### src/pbc_pkg.sv
package pbc_pkg;

  // ----------------------------------------------------------------
  // Register map and bus
  // ----------------------------------------------------------------
  localparam int ADDR_W = 4;
  localparam int DATA_W = 16;
  localparam logic [ADDR_W-1:0] OFF_OPERATING_CONFIG = 4'h0;
  localparam logic [ADDR_W-1:0] OFF_LIMIT_CONFIG = 4'h4;
  localparam logic [ADDR_W-1:0] OFF_STATUS_COMMAND = 4'h8;

  // ----------------------------------------------------------------
  // Field layouts
  // ----------------------------------------------------------------
  typedef struct packed {
    logic [1:0] checked_bit_count;
    logic [1:0] baud_range;
    logic sleep_extend_bit;
    logic [4:0] sleep;
  } pbc_op_cfg_s;

  typedef struct packed {
    logic [4:0] upper_window_count;
    logic [4:0] lower_window_count;
  } pbc_lim_cfg_s;

  localparam int OP_CFG_W = 10;
  localparam int LIM_CFG_W = 10;
  localparam int CMD_RETURN_POLL_BIT = 0;

  // ----------------------------------------------------------------
  // Reset values
  // ----------------------------------------------------------------
  localparam pbc_op_cfg_s OP_CFG_RESET = 10'h000;
  localparam pbc_lim_cfg_s LIM_CFG_RESET = 10'h000;

  // ----------------------------------------------------------------
  // Timing counts
  // ----------------------------------------------------------------
  localparam int BASE_DIV_HIGH_BAND = 28;
  localparam int BASE_DIV_LOW_BAND = 30;
  localparam int SLEEP_UNIT_SHIFT = 10;
  localparam int SLEEP_EXT_SHIFT = 3;
  localparam logic [4:0] SLEEP_PERMANENT = 5'h1f;
  localparam int EDGES_PER_BIT_STEP = 6;
  localparam int STARTUP_TICKS_DEFAULT = 16;
  localparam int SLEEP_CNT_W = 18;

  // ----------------------------------------------------------------
  // Polling states
  // ----------------------------------------------------------------
  typedef enum logic [3:0] {
    pbc_st_sleep = 4'h1,
    pbc_st_startup = 4'h2,
    pbc_st_check = 4'h4,
    pbc_st_receive = 4'h8
  } pbc_state_e;

endpackage

### src/pbc_tick_gen.sv
`timescale 1ns/1ps
module pbc_tick_gen #(
  parameter bit LOW_BAND = 1'b0
) (
  // Clock and reset
  input wire logic clock,
  input wire logic reset,
  // Rate select
  input wire logic [1:0] baud_range,
  // Tick pulses
  output logic base_tick,
  output logic extended_tick
);

  localparam int DIV = LOW_BAND ? pbc_pkg::BASE_DIV_LOW_BAND : pbc_pkg::BASE_DIV_HIGH_BAND;
  localparam logic [4:0] DIV_LAST = 5'(DIV - 1);

  logic [4:0] div_q, div_d;
  logic [2:0] ext_q, ext_d;
  logic base_d, xt_d;
  logic [2:0] mask;

  // ----------------------------------------------------------------
  // Dividers
  // ----------------------------------------------------------------
  always_comb begin
    div_d = (div_q == DIV_LAST) ? 5'h00 : div_q + 5'h01;
    base_d = (div_q == DIV_LAST);
    unique case (baud_range)
      2'h0: mask = 3'h7;
      2'h1: mask = 3'h3;
      2'h2: mask = 3'h1;
      default: mask = 3'h0;
    endcase
    ext_d = base_d ? ext_q + 3'h1 : ext_q;
    xt_d = base_d && ((ext_q & mask) == mask);
  end

  always_ff @(posedge clock) begin
    if (reset) begin
      div_q <= 5'h00;
      ext_q <= 3'h0;
      base_tick <= 1'b0;
      extended_tick <= 1'b0;
    end else begin
      div_q <= div_d;
      ext_q <= ext_d;
      base_tick <= base_d;
      extended_tick <= xt_d;
    end
  end

  // ----------------------------------------------------------------
  // Checks
  // ----------------------------------------------------------------
  property p_base_gap;
    @(posedge clock) disable iff (reset) base_tick |=> !base_tick [*8];
  endproperty
  a_base_gap: assert property (p_base_gap) else $error("base tick too frequent");

  property p_ext_on_base;
    @(posedge clock) disable iff (reset) extended_tick |-> base_tick;
  endproperty
  a_ext_on_base: assert property (p_ext_on_base) else $error("extended tick off base tick");

endmodule

### src/pbc_controller.sv
// Design decisions made here: the placing of the registers and the plain strobed port.
`timescale 1ns/1ps
// Function
// - Base tick is the oscillator clock divided by 28, or 30 for low band.
// - Extended tick spans 8, 4, 2 or 1 base ticks per baud range.
// - Polling loops sleep, start-up, bit check, back to sleep on failure.
// - Signal processing off during sleep, on from start-up onward.
// - Activity indicator output shows active versus sleeping.
// - Sleep time is sleep field times multiplier times 1024 base ticks.
// - Sleep multiplier is 8 with extend bit set, else 1.
// - Maximum sleep value holds the device asleep until reprogrammed.
// - Sleep value 31 is the permanent sleep setting.
// - Bit check tests edge distances against a window, up to a set count.
// - Checked bit count 0,3,6,9 needs 0,6,12,18 edge tests.
// - In-window edge continues; too short or too long aborts to sleep.
// - Lower bound is lower count ticks; upper is upper count minus 1.
// - Lower and upper window counts are separate 5-bit fields.
// - Bit-check counter runs on extended tick; demodulator ignored in start-up.
// - Fail when counter below lower at an edge or reaching upper.
// - After all tests pass, demodulated data goes to the data output.
// - Receiving mode holds until commanded back to polling.
// - Data output changes only on extended-tick boundaries while receiving; it is held high outside receive.
module pbc_controller #(
  parameter bit LOW_BAND = 1'b0,
  parameter int STARTUP_TICKS = pbc_pkg::STARTUP_TICKS_DEFAULT
) (
  // Clock and reset
  input wire logic clock,
  input wire logic reset,
  // Register port
  input wire logic [pbc_pkg::ADDR_W-1:0] address,
  input wire logic [pbc_pkg::DATA_W-1:0] write_data,
  input wire logic write_strobe,
  input wire logic read_strobe,
  output logic [pbc_pkg::DATA_W-1:0] read_data,
  // Demodulator side
  input wire logic demod_in,
  output logic signal_enable,
  // Host side
  output logic active_indicator,
  output logic data_out
);

  localparam logic [7:0] STARTUP_LAST = 8'(STARTUP_TICKS - 1);

  logic base_tick, ext_tick;
  pbc_pkg::pbc_op_cfg_s op_q, op_d;
  pbc_pkg::pbc_lim_cfg_s lim_q, lim_d;
  logic cmd_poll_q, cmd_poll_d;
  logic [pbc_pkg::DATA_W-1:0] rd_q, rd_d;
  logic sync1_q, sync2_q, sync3_q, lvl_q, lvl_d;
  logic dx_q, dx_d;
  pbc_pkg::pbc_state_e st_q, st_d;
  logic [pbc_pkg::SLEEP_CNT_W-1:0] slp_q, slp_d, slp_target;
  logic [7:0] su_q, su_d;
  logic [5:0] cnt_q, cnt_d;
  logic [4:0] pass_q, pass_d, pass_req;
  logic armed_q, armed_d;
  logic edge_seen;
  logic act_d, out_d;

  // ----------------------------------------------------------------
  // Tick generation
  // ----------------------------------------------------------------
  pbc_tick_gen #(
    .LOW_BAND(LOW_BAND)
  ) u_tick (
    .clock(clock),
    .reset(reset),
    .baud_range(op_q.baud_range),
    .base_tick(base_tick),
    .extended_tick(ext_tick)
  );

  // ----------------------------------------------------------------
  // Register port
  // ----------------------------------------------------------------
  always_comb begin
    op_d = op_q;
    lim_d = lim_q;
    cmd_poll_d = 1'b0;
    rd_d = '0;
    if (write_strobe) begin
      unique case (address)
        pbc_pkg::OFF_OPERATING_CONFIG: op_d = write_data[pbc_pkg::OP_CFG_W-1:0];
        pbc_pkg::OFF_LIMIT_CONFIG: lim_d = write_data[pbc_pkg::LIM_CFG_W-1:0];
        pbc_pkg::OFF_STATUS_COMMAND: cmd_poll_d = write_data[pbc_pkg::CMD_RETURN_POLL_BIT];
        default: ;
      endcase
    end
    if (read_strobe) begin
      unique case (address)
        pbc_pkg::OFF_OPERATING_CONFIG: rd_d = {6'h00, op_q};
        pbc_pkg::OFF_LIMIT_CONFIG: rd_d = {6'h00, lim_q};
        pbc_pkg::OFF_STATUS_COMMAND: rd_d = {cnt_q, pass_q, st_q, active_indicator};
        default: rd_d = '0;
      endcase
    end
  end

  always_ff @(posedge clock) begin
    if (reset) begin
      op_q <= pbc_pkg::OP_CFG_RESET;
      lim_q <= pbc_pkg::LIM_CFG_RESET;
      cmd_poll_q <= 1'b0;
      read_data <= '0;
    end else begin
      op_q <= op_d;
      lim_q <= lim_d;
      cmd_poll_q <= cmd_poll_d;
      read_data <= rd_d;
    end
  end

  // ----------------------------------------------------------------
  // Demodulator input
  // ----------------------------------------------------------------
  always_comb begin
    lvl_d = (sync2_q == sync3_q) ? sync3_q : lvl_q;
    dx_d = ext_tick ? lvl_q : dx_q;
    edge_seen = ext_tick && (lvl_q != dx_q);
  end

  always_ff @(posedge clock) begin
    if (reset) begin
      sync1_q <= 1'b0;
      sync2_q <= 1'b0;
      sync3_q <= 1'b0;
      lvl_q <= 1'b0;
      dx_q <= 1'b0;
    end else begin
      sync1_q <= demod_in;
      sync2_q <= sync1_q;
      sync3_q <= sync2_q;
      lvl_q <= lvl_d;
      dx_q <= dx_d;
    end
  end

  // ----------------------------------------------------------------
  // Polling state machine
  // ----------------------------------------------------------------
  always_comb begin
    slp_target = {op_q.sleep, 13'h0000} >> (op_q.sleep_extend_bit ? 0 : pbc_pkg::SLEEP_EXT_SHIFT);
    pass_req = 5'(op_q.checked_bit_count * pbc_pkg::EDGES_PER_BIT_STEP);
  end

  always_comb begin
    st_d = st_q;
    slp_d = slp_q;
    su_d = su_q;
    cnt_d = cnt_q;
    pass_d = pass_q;
    armed_d = armed_q;
    unique case (st_q)
      pbc_pkg::pbc_st_sleep: begin
        su_d = 8'h00;
        if (op_q.sleep != pbc_pkg::SLEEP_PERMANENT && base_tick) begin
          if (slp_q + 18'h00001 >= slp_target) begin
            slp_d = '0;
            st_d = pbc_pkg::pbc_st_startup;
          end else begin
            slp_d = slp_q + 18'h00001;
          end
        end
      end
      pbc_pkg::pbc_st_startup: begin
        cnt_d = 6'h00;
        pass_d = 5'h00;
        armed_d = 1'b0;
        if (base_tick) begin
          su_d = su_q + 8'h01;
          if (su_q == STARTUP_LAST) begin
            st_d = (pass_req == 5'h00) ? pbc_pkg::pbc_st_receive : pbc_pkg::pbc_st_check;
          end
        end
      end
      pbc_pkg::pbc_st_check: begin
        if (ext_tick) begin
          if (edge_seen) begin
            if (!armed_q) begin
              armed_d = 1'b1;
              cnt_d = 6'h00;
            end else if (cnt_q < {1'b0, lim_q.lower_window_count}) begin
              st_d = pbc_pkg::pbc_st_sleep;
            end else begin
              cnt_d = 6'h00;
              pass_d = pass_q + 5'h01;
              if (pass_q + 5'h01 >= pass_req) begin
                st_d = pbc_pkg::pbc_st_receive;
              end
            end
          end else if (cnt_q + 6'h01 >= {1'b0, lim_q.upper_window_count}) begin
            st_d = pbc_pkg::pbc_st_sleep;
          end else begin
            cnt_d = cnt_q + 6'h01;
          end
        end
      end
      pbc_pkg::pbc_st_receive: begin
        if (cmd_poll_q) begin
          st_d = pbc_pkg::pbc_st_sleep;
        end
      end
      default: st_d = pbc_pkg::pbc_st_sleep;
    endcase
    act_d = (st_d != pbc_pkg::pbc_st_sleep);
    out_d = (st_d == pbc_pkg::pbc_st_receive) ? (ext_tick ? lvl_q : data_out) : 1'b1;
  end

  always_ff @(posedge clock) begin
    if (reset) begin
      st_q <= pbc_pkg::pbc_st_sleep;
      slp_q <= '0;
      su_q <= 8'h00;
      cnt_q <= 6'h00;
      pass_q <= 5'h00;
      armed_q <= 1'b0;
      active_indicator <= 1'b0;
      signal_enable <= 1'b0;
      data_out <= 1'b1;
    end else begin
      st_q <= st_d;
      slp_q <= slp_d;
      su_q <= su_d;
      cnt_q <= cnt_d;
      pass_q <= pass_d;
      armed_q <= armed_d;
      active_indicator <= act_d;
      signal_enable <= act_d;
      data_out <= out_d;
    end
  end

  // ----------------------------------------------------------------
  // Checks
  // ----------------------------------------------------------------
  property p_sleep_off;
    @(posedge clock) disable iff (reset)
      (st_q == pbc_pkg::pbc_st_sleep) |-> !signal_enable && !active_indicator;
  endproperty
  a_sleep_off: assert property (p_sleep_off) else $error("processing on in sleep");

  property p_active_shown;
    @(posedge clock) disable iff (reset)
      (st_q != pbc_pkg::pbc_st_sleep) |-> active_indicator && signal_enable;
  endproperty
  a_active_shown: assert property (p_active_shown) else $error("activity not shown");

  property p_perm_sleep;
    @(posedge clock) disable iff (reset)
      (st_q == pbc_pkg::pbc_st_sleep && op_q.sleep == pbc_pkg::SLEEP_PERMANENT)
        |=> (st_q == pbc_pkg::pbc_st_sleep);
  endproperty
  a_perm_sleep: assert property (p_perm_sleep) else $error("left permanent sleep");

  property p_short_fail;
    @(posedge clock) disable iff (reset)
      (st_q == pbc_pkg::pbc_st_check && edge_seen && armed_q && cnt_q < {1'b0, lim_q.lower_window_count})
        |=> (st_q == pbc_pkg::pbc_st_sleep) ##1 !active_indicator;
  endproperty
  a_short_fail: assert property (p_short_fail) else $error("short edge not rejected");

  property p_long_fail;
    @(posedge clock) disable iff (reset)
      (st_q == pbc_pkg::pbc_st_check && ext_tick && !edge_seen && cnt_q + 6'h01 >= {1'b0, lim_q.upper_window_count})
        |=> (st_q == pbc_pkg::pbc_st_sleep);
  endproperty
  a_long_fail: assert property (p_long_fail) else $error("long interval not rejected");

  property p_hold_receive;
    @(posedge clock) disable iff (reset)
      (st_q == pbc_pkg::pbc_st_receive && !cmd_poll_q) |=> (st_q == pbc_pkg::pbc_st_receive);
  endproperty
  a_hold_receive: assert property (p_hold_receive) else $error("receive left without command");

  property p_data_on_tick;
    @(posedge clock) disable iff (reset)
      $changed(data_out) && $past(st_q == pbc_pkg::pbc_st_receive) && (st_q == pbc_pkg::pbc_st_receive)
        |-> $past(ext_tick);
  endproperty
  a_data_on_tick: assert property (p_data_on_tick) else $error("data changed off tick");

  property p_check_clear;
    @(posedge clock) disable iff (reset)
      $rose(st_q == pbc_pkg::pbc_st_check) |-> (cnt_q == 6'h00) && (pass_q == 5'h00) && !armed_q;
  endproperty
  a_check_clear: assert property (p_check_clear) else $error("counter not cleared at check");

  property p_reset_sleep;
    @(posedge clock) $past(reset) |-> (st_q == pbc_pkg::pbc_st_sleep) && data_out;
  endproperty
  a_reset_sleep: assert property (p_reset_sleep) else $error("not in sleep after reset");

  property p_pass_enough;
    @(posedge clock) disable iff (reset)
      $rose(st_q == pbc_pkg::pbc_st_receive) && $past(st_q == pbc_pkg::pbc_st_check) |-> (pass_q >= pass_req);
  endproperty
  a_pass_enough: assert property (p_pass_enough) else $error("receive entered early");

  c_receive: cover property (@(posedge clock) disable iff (reset) $rose(st_q == pbc_pkg::pbc_st_receive));
  c_fail: cover property (@(posedge clock) disable iff (reset)
    $past(st_q == pbc_pkg::pbc_st_check) && st_q == pbc_pkg::pbc_st_sleep);
  c_back_poll: cover property (@(posedge clock) disable iff (reset)
    $past(st_q == pbc_pkg::pbc_st_receive) && st_q == pbc_pkg::pbc_st_sleep);

endmodule

### config.mk
export PLATFORM = sky130hd
export DESIGN_NAME = pbc_controller
export DESIGN_NICKNAME = d
export VERILOG_FILES = /design/src/pbc_pkg.sv /design/src/pbc_tick_gen.sv /design/src/pbc_controller.sv
export SDC_FILE = /design/constraint.sdc
export NUM_CORES = 1
export LEC_CHECK = 0
export ABC_AREA = 0
export BUFFER_PORTS_ARGS = -buffer_cell sky130_fd_sc_hd__clkbuf_2
export CORE_MARGIN = 2
export CORE_UTILIZATION = 25
export DETAILED_ROUTE_END_ITERATION = 8
export SETUP_SLACK_MARGIN = 0.02
export SKIP_CTS_REPAIR_TIMING = 1
export SLEW_MARGIN = 30
export SYNTH_ARGS = -nofsm -noshare
export SYNTH_HDL_FRONTEND = slang
export SYNTH_SLANG_ARGS = --single-unit
### constraint.sdc
create_clock -name clock -period 3.1 [get_ports clock]
set_input_delay 0.62 -clock clock [delete_from_list [all_inputs] [get_ports clock]]
set_output_delay 0.62 -clock clock [all_outputs]
set_load 0.05 [all_outputs]
### Word-level counts from Yosys, hierarchy flattened

Index checks and enable logic that the tools add are counted.

* bits in registers: 96
* bits of input ports: 25
* output and inout bits: 19
* word-level logic and storage cells: 117

* shifts and indexed selects: 1
* equality and inequality tests: 23
* reductions and logical operators: 19
* multiply operators: 1
* $add $sub $neg: 6
* bitwise logic cells: 5
* $lt $le $gt $ge: 4
* multiplexer cells: 33

Operator list (number)
* two-way mux 4 bit: 12
* case mux 16 bit (3 select lines): 1
* two-way mux 6 bit: 5
* two-way mux 5 bit: 4
* adder 18 x 1 -> 18 bit, second input constant: 1
* greater-or-equal comparator 18 bit: 1
* two-way mux 18 bit: 1
* right shift 18 x 2 -> 18 bit: 1
* case mux 4 bit (4 select lines): 1
* case mux 8 bit (2 select lines): 1
* == test 4 bit, second input constant: 3
* case mux 6 bit (2 select lines): 1
* adder 5 x 1 -> 5 bit, second input constant: 2
* case mux 5 bit (2 select lines): 1
* case mux 3 bit (3 select lines): 1
* adder 8 x 1 -> 8 bit, second input constant: 1
* == test 4 x 3 -> 1 bit, second input constant: 2
* == test 8 x 4 -> 1 bit, second input constant: 1
* two-way mux 8 bit: 1
* AND reduction 2 bit: 4
* adder 6 x 1 -> 6 bit, second input constant: 1
* greater-or-equal comparator 6 x 5 -> 1 bit: 1
* less-than comparator 6 x 5 -> 1 bit: 1
* != test 2 bit, second input constant: 3
* 31 further kinds: 41

### Logic depth before layout (Yosys ltp)

Gate-level depths: netlist of run 1.

* depth after elaboration: 11
* mapped depth: 12
* gate-level depth less buffers: 12

### By module

A second synthesis of run 1 with hierarchy kept.

* cells, all modules: 584
* area, all modules: 4968.5 um^2

By module, submodules not included
* pbc_controller: times used 1, cells an instance 545, area an instance 4576.9 um^2, sequential area each 1721.7 um^2
* pbc_tick_gen: times used 1, cells an instance 39, area an instance 391.6 um^2, sequential area each 200.2 um^2

### Worst setup path after synthesis of run 1

Ideal clock, no wire load.

* path type: register to register
* start point: register slp_q[0] in the netlist's numbering
* end point: register data_out
* period minus slack after synthesis: 3.181 ns
* slack: -0.081 ns
* path buffers: 0
* arrival time: 3.035 ns
* library setup time: 0.146 ns
* required time: 2.954 ns
* stages on the path, launching flop included: 13
* path through: dfxtp_1 > ha_1 > nand3_1 > nor3_1 > nand4_1 > xnor2_1 > ha_1 > o21a_1 > o211ai_1 > a41oi_2 > nor2_1 > a2111oi_4 > o2111ai_1

* longest elaborated chain between the ends: 8

Ends and longest elaborated chain
* from (decl): line pbc_controller.sv:54 `logic [pbc_pkg::SLEEP_CNT_W-1:0] slp_q, slp_d, slp_target;`
* from (signal assigned): line pbc_controller.sv:224 `slp_q <= slp_d;`
* adder 18 x 1 -> 18 bit: line pbc_controller.sv:159 `if (slp_q + 18'h00001 >= slp_target) begin`
* greater-or-equal comparator 18 bit: line pbc_controller.sv:159
* two-way mux 4 bit: line pbc_controller.sv:159
* two-way mux 4 bit: line pbc_controller.sv:158 `if (op_q.sleep != pbc_pkg::SLEEP_PERMANENT && base_tick) begin`
* case mux 4 bit (4 select lines): line pbc_controller.sv:155 `unique case (st_q)`
* == test 4 bit: line pbc_controller.sv:208 `out_d = (st_d == pbc_pkg::pbc_st_receive) ? (ext_tick ? lvl_q : data_out) : 1'b1;`
* NOT 1 bit (no source line)
* OR reduction 2 bit (no source line)
* to (signal assigned): line pbc_controller.sv:231 `data_out <= out_d;`
* to (decl): line pbc_controller.sv:41 `output logic data_out`

No other way between the ends.
A chain may end at the register's enable or synchronous reset.

### Final worst setup path of run 1

* start point: register slp_q[1] in the netlist's numbering
* end point: register slp_q[5] in the netlist's numbering

* longest elaborated chain between the ends: 3

Ends and longest elaborated chain (line)
* adder 18 x 1 -> 18 bit *: pbc_controller.sv:159, pbc_controller.sv:163
* greater-or-equal comparator 18 bit: pbc_controller.sv:159
* two-way mux 18 bit *: pbc_controller.sv:159

Every way passes the cells marked *; elsewhere a longest branch is shown, timed or not.

==> impl_metrics.sql, run 1 <==
INSERT INTO impl_metrics (metric_group, metric, value, unit) VALUES
('worst_setup_path', 'timing.critical_path.mode_cell', 'sky130_fd_sc_hd__buf_4', ''),
('cts', 'cts_max_level', '3', ''),
('logic_synthesis', 'ys_warn_count', '0', ''),
('drt', 'routed_wirelength', '11.9', 'mm'),
('global_routing', 'grt_start_max_net_pins', '63', ''),
('min_path', 'hold_class', 'reg2reg', ''),
('die', 'die_height', '144', 'um'),
('power', 'irDropWorstVdd', '230', 'uV'),
('logic_synthesis', 'dominantRegCellSynth', 'sky130_fd_sc_hd__dfxtp_1', ''),
('finish', 'nets', '666', ''),
('place', 'gp_congestion', '0.803', ''),
('drt', 'drt_pass1_iterations', '6', ''),
('worst_setup_path', 'cp_cell_sequence', 'buf_4 > nand2_1 > nor4_2 > buf_4 > nand2_2 > xnor2_2 > ha_1 > o21a_1 > o211ai_1 > a41o_2 > nand3_1 > or4_1 > o21ai_1', ''),
('die', 'floorplan.core_area', '19300', 'um2'),
('logic_synthesis', 'ys_seq_elements', '96', ''),
('sta', 'max-slew-margin-rel', '0.592', ''),
('finish', 'finalNonFillerCells', '880', ''),
('worst_setup_path', 'worst_path_largest_cell_delay', '0.48', 'ns'),
('logic_synthesis', 'synth.cell_area', '4900', 'um2'),
('place', 'pre_cts_slack', '0.130', 'ns'),
('finish', 'diodes', '0', ''),
('cts', 'clock-root-buffer', 'sky130_fd_sc_hd__clkbuf_16', ''),
('power', 'leakage_dissipation', '2.10', 'nW'),
('global_routing', 'first_pass_grt_wire_length', '19.6', 'mm'),
('worst_setup_path', 'critPathArrivalTime', '3.12', 'ns'),
('sta', 'final_min_period_over_clock_period', '0.911', ''),
('worst_setup_path', 'worstPathBufferInverterCount', '2', ''),
('worst_setup_path', 'worst-path-max-fanout', '4', ''),
('logic_synthesis', 'yosys.area.top_type_share', '0.392', ''),
('cts', 'clock_latency', '0.36', 'ns'),
('global_routing', 'global_route.overflow_total', '0', ''),
('power', 'power-per-cell-area', '426', 'nW/um2'),
('worst_setup_path', 'critical_path.endpoint_type', 'register', ''),
('sta', 'timing_hold_violations_final', '0', ''),
('worst_setup_path', 'crit_type', 'reg2reg', ''),
('die', 'initial_core_utilization', '0.253', ''),
('sta', 'highest_achievable_clock_rate', '354', 'MHz'),
('logic_synthesis', 'yosys.area.top_type', 'sky130_fd_sc_hd__dfxtp_1', ''),
('sta', 'clock-skew-final', '0.00723', 'ns'),
('finish', 'drive_gt1_frac', '0.180', ''),
('place', 'placed_cells_incl_taps', '861', ''),
('cts', 'tritoncts_num_sinks', '96', ''),
('logic_synthesis', 'synth_enable_flop_cells', '0', ''),
('logic_synthesis', 'syn-num-nets', '620', ''),
('die', 'floorplan.io_pins', '44', ''),
('logic_synthesis', 'syn_area_per_cell', '8.69', 'um2'),
('die', 'die-area', '20700', 'um2'),
('sta', 'final.setup.worst_slack', '0.277', 'ns'),
('logic_synthesis', 'syn_inst', '564', ''),
('drt', 'detail_route.wl_per_cell', '13.5', 'um'),
('cts', 'cts-buffers-inserted', '9', ''),
('worst_setup_path', 'critical-path-top-delay-family', 'simple AND/OR/NAND/NOR gates', ''),
('flow_run', 'maxCapViolations', '0', ''),
('place', 'port-buffer-count', '37', ''),
('die', 'std_cell_rows', '51', ''),
('cts', 'clk_pin_slew', '0.07', 'ns'),
('drt', 'drt_first_iter_violations', '241', ''),
('sta', 'fin_crit', '2.82', 'ns'),
('worst_setup_path', 'startpoint_type', 'register', ''),
('global_routing', 'grt_util_all_layers', '0.120', ''),
('logic_synthesis', 'ys_seq_area_frac', '0.392', ''),
('die', 'fp.dieW', '144', 'um'),
('cts', 'cts_tree', 'built', ''),
('finish', 'utilization', '0.306', ''),
('sta', 'worst_pin_slew', '0.610', 'ns'),
('worst_setup_path', 'worst_ep_required_time', '3.39', 'ns'),
('sta', 'timing.final.setup_violations', '0', ''),
('drt', 'dr_total_vias', '4122', ''),
('drt', 'avgViaCountPerCell', '4.68', ''),
('logic_synthesis', 'postSynth.asyncResetShare', '0', ''),
('finish', 'area_growth_syn_to_layout', '20.7', '%'),
('sta', 'whs', '0.447', 'ns'),
('drt', 'post-route-drc-count', '0', ''),
('global_routing', 'grt_pass1_vias', '3872', ''),
('place', 'place_hpwl', '8.53', 'mm'),
('drt', 'antenna_left', '0', ''),
('global_routing', 'initial_antenna_violation_count', '0', ''),
('logic_synthesis', 'synth.top_cells.by_area', 'sky130_fd_sc_hd__dfxtp_1, sky130_fd_sc_hd__ha_1, sky130_fd_sc_hd__nand2_1', ''),
('sta', 'final-max-slew-violation-count', '0', ''),
('cts', 'cts.path.max_buffers', '2', ''),
('worst_setup_path', 'critPathSlowestCell', 'sky130_fd_sc_hd__or4_1', ''),
('logic_synthesis', 'yosysUniqueCellTypes', '57', ''),
('status', 'run_status', 'complete, no violations', '');
==> kinds of logic after synthesis <==
| kind of cell | synth area share |
|---|---|
| DFF | 0.392 |
| muxes | 0.0245 |
| adders and majority gates | 0.0792 |
| buffers and inverters | 0.0342 |
| xor gates and xnor gates | 0.0447 |
| and+or+nand+nor | 0.265 |
| AOI/OAI and AO/OA | 0.160 |
==> area by class of cell <==
type / instances / area [um2]
fillers: 2065 / 13400
multi-input cells: 426 / 2910
flip-flops and latches: 96 / 1940
repair buffers: 57 / 348
well taps: 265 / 332
clock buffers: 9 / 225
clock inverters: 7 / 83.8
inverters: 20 / 75.1
==> layout by cell type, fill, tap and decap left out, types with 12 or more instances in the layout <==
cell / count
sky130_fd_sc_hd__nand2b_1: 14
sky130_fd_sc_hd__xnor2_1: 12
sky130_fd_sc_hd__buf_4: 19
sky130_fd_sc_hd__o21ai_0: 21
sky130_fd_sc_hd__ha_1: 29
sky130_fd_sc_hd__nand2_1: 69
sky130_fd_sc_hd__nor2_1: 35
sky130_fd_sc_hd__or3_1: 12
sky130_fd_sc_hd__and3_1: 13
sky130_fd_sc_hd__mux2i_1: 12
sky130_fd_sc_hd__a21oi_1: 49
sky130_fd_sc_hd__inv_1: 20
sky130_fd_sc_hd__dfxtp_1: 88
sky130_fd_sc_hd__nand3_1: 27
sky130_fd_sc_hd__clkbuf_2: 37
sky130_fd_sc_hd__nor3_1: 12
==> per-layer routing <==
metal / vias up / wire length, um / track usage
li1: 2109 / - / -
met3: 13 / 423 / 0.0202
met4: 0 / 203 / 0.0542
met2: 59 / 5510 / 0.186
met1: 1941 / 5740 / 0.163
met5: - / 0 / 0
==> worst paths after layout <==
check / startpoint / endpoint / slack [ns] / depth (start not counted)
max: slp_q[1] / slp_q[5] / 0.28 / 13
min: u_tick.div_q[0] / u_tick.div_q[0] / 0.45 / 1
max reg2reg: slp_q[1] / slp_q[5] / 0.28 / 13
min reg2reg: u_tick.div_q[0] / u_tick.div_q[0] / 0.45 / 1
==> sequential cells by signal (all words and copies together) (netlist names) <==
name and count:
slp_q 18, read_data 16, lim_q 10, op_q 10
su_q 8, cnt_q 6, pass_q 5, u_tick.div_q 5
st_q 4, u_tick.ext_q 3, active_indicator 1, armed_q 1
cmd_poll_q 1, data_out 1, dx_q 1, lvl_q 1
sync1_q 1, sync2_q 1, sync3_q 1, u_tick.base_tick 1
u_tick.extended_tick 1
==> worst register-to-register path, stage by stage (launching register included) <==
cell and delay (ns):
sky130_fd_sc_hd__dfxtp_2 0.34, sky130_fd_sc_hd__buf_4 0.12, sky130_fd_sc_hd__nand2_1 0.08, sky130_fd_sc_hd__nor4_2 0.22, sky130_fd_sc_hd__buf_4 0.18, sky130_fd_sc_hd__nand2_2 0.08, sky130_fd_sc_hd__xnor2_2 0.15, sky130_fd_sc_hd__ha_1 0.30
sky130_fd_sc_hd__o21a_1 0.10, sky130_fd_sc_hd__o211ai_1 0.24, sky130_fd_sc_hd__a41o_2 0.30, sky130_fd_sc_hd__nand3_1 0.10, sky130_fd_sc_hd__or4_1 0.48, sky130_fd_sc_hd__o21ai_1 0.08
==> Yosys cell counts, drive strengths merged (2+ instances only) <==
cell type  number
buf             4
and3           13
nor4            2
dfxtp          96
o21a            7
a222oi         10
a41oi           2
nor3b           3
or3            12
a31oi           2
nor3           15
ha             31
nand4           5
nand2          71
xor2           11
nor4b           7
nor2b           8
a2111oi         2
o2111ai         2
or4b            2
a21o            4
and4            2
nand3b          5
nor2           36
nand2b         14
and2           11
or4             2
xnor2          14
a21oi          50
mux2i          12
a211oi          4
o21ai          24
o211ai          2
nand3          30
clkbuf         18
inv            20
==> power breakdown <==
part           switching, W  leakage [nW]  internal, W  total (W)
clock network      0.000535         0.149     0.000643    0.00118
logic             0.0000575          1.17    0.0000385  0.0000960
registers        0.00000702         0.779      0.00124    0.00125
==> metrics by stage <==
stage / instance area (um2) / power, W / TNS, ns
2_1_floorplan: 4900 / 0.00133 / 0
3_3_place_gp: 5490 / 0.00137 / 0
3_5_place_dp: 5490 / 0.00137 / 0
4_1_cts: 5800 / 0.00255 / 0
5_1_grt: 5910 / 0.00260 / -0.0145
6_report: 5910 / 0.00252 / 0
Power figures use the tool's default switching activity.
==> run 2, diff against run 1 <==
Settings changed: CORE_UTILIZATION 25 to 54, PLACE_DENSITY set to 0.76.
==> impl_metrics.sql, run 2 (synthesis gave the netlist of run 1 again) <==
INSERT INTO impl_metrics (metric_group, metric, value, unit) VALUES
('worst_setup_path', 'rr_endpoint', 'slp_q[7]', ''),
('drt', 'routed_wirelength', '11.7', 'mm'),
('sta', 'max-slew-margin-rel', '0.585', ''),
('place', 'post_dp_cell_area', '5280', 'um2'),
('worst_setup_path', 'worst_path_largest_cell_delay', '0.42', 'ns'),
('finish', 'finalNonFillerCells', '726', ''),
('cts', 'cts_tree', 'built', ''),
('finish', 'final_common_cell', 'sky130_fd_sc_hd__dfxtp_1', ''),
('drt', 'drt_first_iter_violations', '312', ''),
('cts', 'cts.path.max_buffers', '2', ''),
('sta', 'final-max-slew-violation-count', '0', ''),
('global_routing', 'initial_antenna_violation_count', '0', ''),
('sta', 'fin_crit', '3.02', 'ns'),
('sta', 'highest_achievable_clock_rate', '331', 'MHz'),
('cts', 'cts_max_level', '3', ''),
('die', 'initial_core_utilization', '0.559', ''),
('global_routing', 'global_route.overflow_total', '0', ''),
('worst_setup_path', 'critPathArrivalTime', '3.32', 'ns'),
('drt', 'post-route-drc-count', '0', ''),
('worst_setup_path', 'critical_path_depth', '12', ''),
('finish', 'drive_gt1_frac', '0.183', ''),
('worst_setup_path', 'timing.critical_path.mode_cell', 'sky130_fd_sc_hd__nand4_1', ''),
('cts', 'clock_latency', '0.37', 'ns'),
('global_routing', 'grt_pass1_vias', '4134', ''),
('worst_setup_path', 'reg2reg_slack', '0.08', 'ns'),
('power', 'leakage_dissipation', '2.07', 'nW'),
('sta', 'clock-skew-final', '0.0172', 'ns'),
('finish', 'area_growth_syn_to_layout', '15.2', '%'),
('place', 'place_hpwl', '8.27', 'mm'),
('drt', 'antenna_left', '0', ''),
('finish', 'fin_area', '5640', 'um2'),
('drt', 'dr_total_vias', '4317', ''),
('global_routing', 'grt_util_all_layers', '0.239', ''),
('worst_setup_path', 'critical-path-top-delay-family', 'simple AND/OR/NAND/NOR gates', ''),
('drt', 'detail_route.wl_per_cell', '16.1', 'um'),
('worst_setup_path', 'ff2ff_path_depth', '12', ''),
('worst_setup_path', 'cp_cell_sequence', 'nand4_1 > nor3_2 > buf_4 > nand4_1 > xnor2_1 > ha_1 > o21a_1 > o211ai_1 > a41o_2 > nand3_4 > or3_4 > a21oi_2', ''),
('cts', 'tritoncts_num_sinks', '96', ''),
('global_routing', 'met2_usage', '0.393', ''),
('min_path', 'min_delay_worst_endpoint', 'u_tick.div_q[0]', ''),
('worst_setup_path', 'critical_path.endpoint_type', 'register', ''),
('die', 'fp.dieW', '99.3', 'um'),
('power', 'irDropWorstVdd', '262', 'uV'),
('finish', 'number_of_flip_flops_under_the_largest_register_name', '18', ''),
('status', 'run_status', 'complete, no violations', ''),
('finish', 'registers.top_by_ff_count', 'slp_q', ''),
('finish', 'nFillCells', '740', ''),
('global_routing', 'grtUsageMet3', '0.0415', ''),
('worst_setup_path', 'startpoint_type', 'register', ''),
('drt', 'drt_pass1_iterations', '7', ''),
('min_path', 'hold_class', 'reg2reg', ''),
('sta', 'timing_hold_violations_final', '0', ''),
('finish', 'nets', '669', ''),
('cts', 'cts-buffers-inserted', '9', ''),
('die', 'floorplan.io_pins', '44', ''),
('worst_setup_path', 'rr_startpoint', 'slp_q[7]', ''),
('place', 'placed_cells_incl_taps', '704', ''),
('min_path', 'worst_hold_startpoint', 'u_tick.div_q[0]', ''),
('die', 'die_height', '99.3', 'um'),
('global_routing', 'grt_start_max_net_pins', '34', ''),
('place', 'gp_congestion', '0.887', ''),
('die', 'std_cell_rows', '34', ''),
('sta', 'grt_setup_unrepaired', 'true', ''),
('sta', 'timing.final.setup_violations', '0', ''),
('global_routing', 'grt_use_met1', '0.323', ''),
('place', 'port-buffer-count', '37', ''),
('finish', 'layout_top_registers', 'slp_q: 18 flops, read_data: 16 flops', ''),
('finish', 'layout_common_cells', 'sky130_fd_sc_hd__dfxtp_1, sky130_fd_sc_hd__nand2_1, sky130_fd_sc_hd__a21oi_1', ''),
('die', 'die-area', '9850', 'um2'),
('cts', 'clock-root-buffer', 'sky130_fd_sc_hd__clkbuf_8', ''),
('drt', 'avgViaCountPerCell', '5.95', ''),
('sta', 'worst_pin_slew', '0.617', 'ns'),
('global_routing', 'grt_most_used_layer', 'met2', ''),
('flow_run', 'maxCapViolations', '0', ''),
('sta', 'final_min_period_over_clock_period', '0.973', ''),
('worst_setup_path', 'crit_type', 'reg2reg', ''),
('worst_setup_path', 'critPathSlowestCell', 'sky130_fd_sc_hd__or3_4', ''),
('global_routing', 'first_pass_grt_wire_length', '19.4', 'mm'),
('min_path', 'min_path_cells', '1', ''),
('worst_setup_path', 'worst-path-max-fanout', '8', ''),
('cts', 'clk_pin_slew', '0.09', 'ns'),
('power', 'power-per-cell-area', '394', 'nW/um2'),
('worst_setup_path', 'worstPathBufferInverterCount', '1', ''),
('finish', 'diodes', '0', ''),
('die', 'floorplan.core_area', '8760', 'um2'),
('worst_setup_path', 'worst_ep_required_time', '3.41', 'ns');
-- run 2: metrics by stage --
step,util,hold slack [ns],power [W],TNS (ns),setup slack (ns)
floorplan,-,0.414,0.00133,0,0.0717
global placement,0.602,0.431,0.00136,0,0.160
detailed placement,0.602,0.449,0.00137,0,0.00370
CTS,0.627,0.462,0.00223,-0.328,-0.0604
global route,0.644,0.478,0.00230,-0.817,-0.0960
finish,0.644,0.457,0.00222,0,0.0827
-- run 2: how the worst max path moves through the flow --
stage             start        to  slack, ns
2_1_floorplan  slp_q[0]  data_out       0.07
3_3_place_gp   slp_q[7]  slp_q[7]       0.16
3_5_place_dp   slp_q[7]  slp_q[8]      0.004
4_1_cts        slp_q[7]  slp_q[8]      -0.06
5_1_grt        slp_q[7]  slp_q[7]       -0.1
6_report       slp_q[7]  slp_q[7]       0.08
-- run 2: final cells by class --
type                       count  area (um2)  share of cell area
tap                          108         135              0.0239
sequential                    96        1940               0.343
clock buffer                  10         138              0.0244
clock inverter                 6        77.6              0.0137
timing repair buffer          60         365              0.0647
multi-input combinational    426        2920               0.517
inverter                      20        75.1              0.0133
-- run 2: power breakdown --
part / total (W) / internal, W / switching (W)
logic: 0.0000992 / 0.0000398 / 0.0000594
clock network: 0.000878 / 0.000406 / 0.000472
registers: 0.00125 / 0.00124 / 0.00000720
total: 0.00222 / 0.00168 / 0.000539
-- run 2: routing by layer --
layer  vias to the layer above  share of wire
met5                         -              0
met2                       147           0.46
met4                         0          0.018
li1                       2116              -
met3                        21          0.065
met1                      2033           0.46
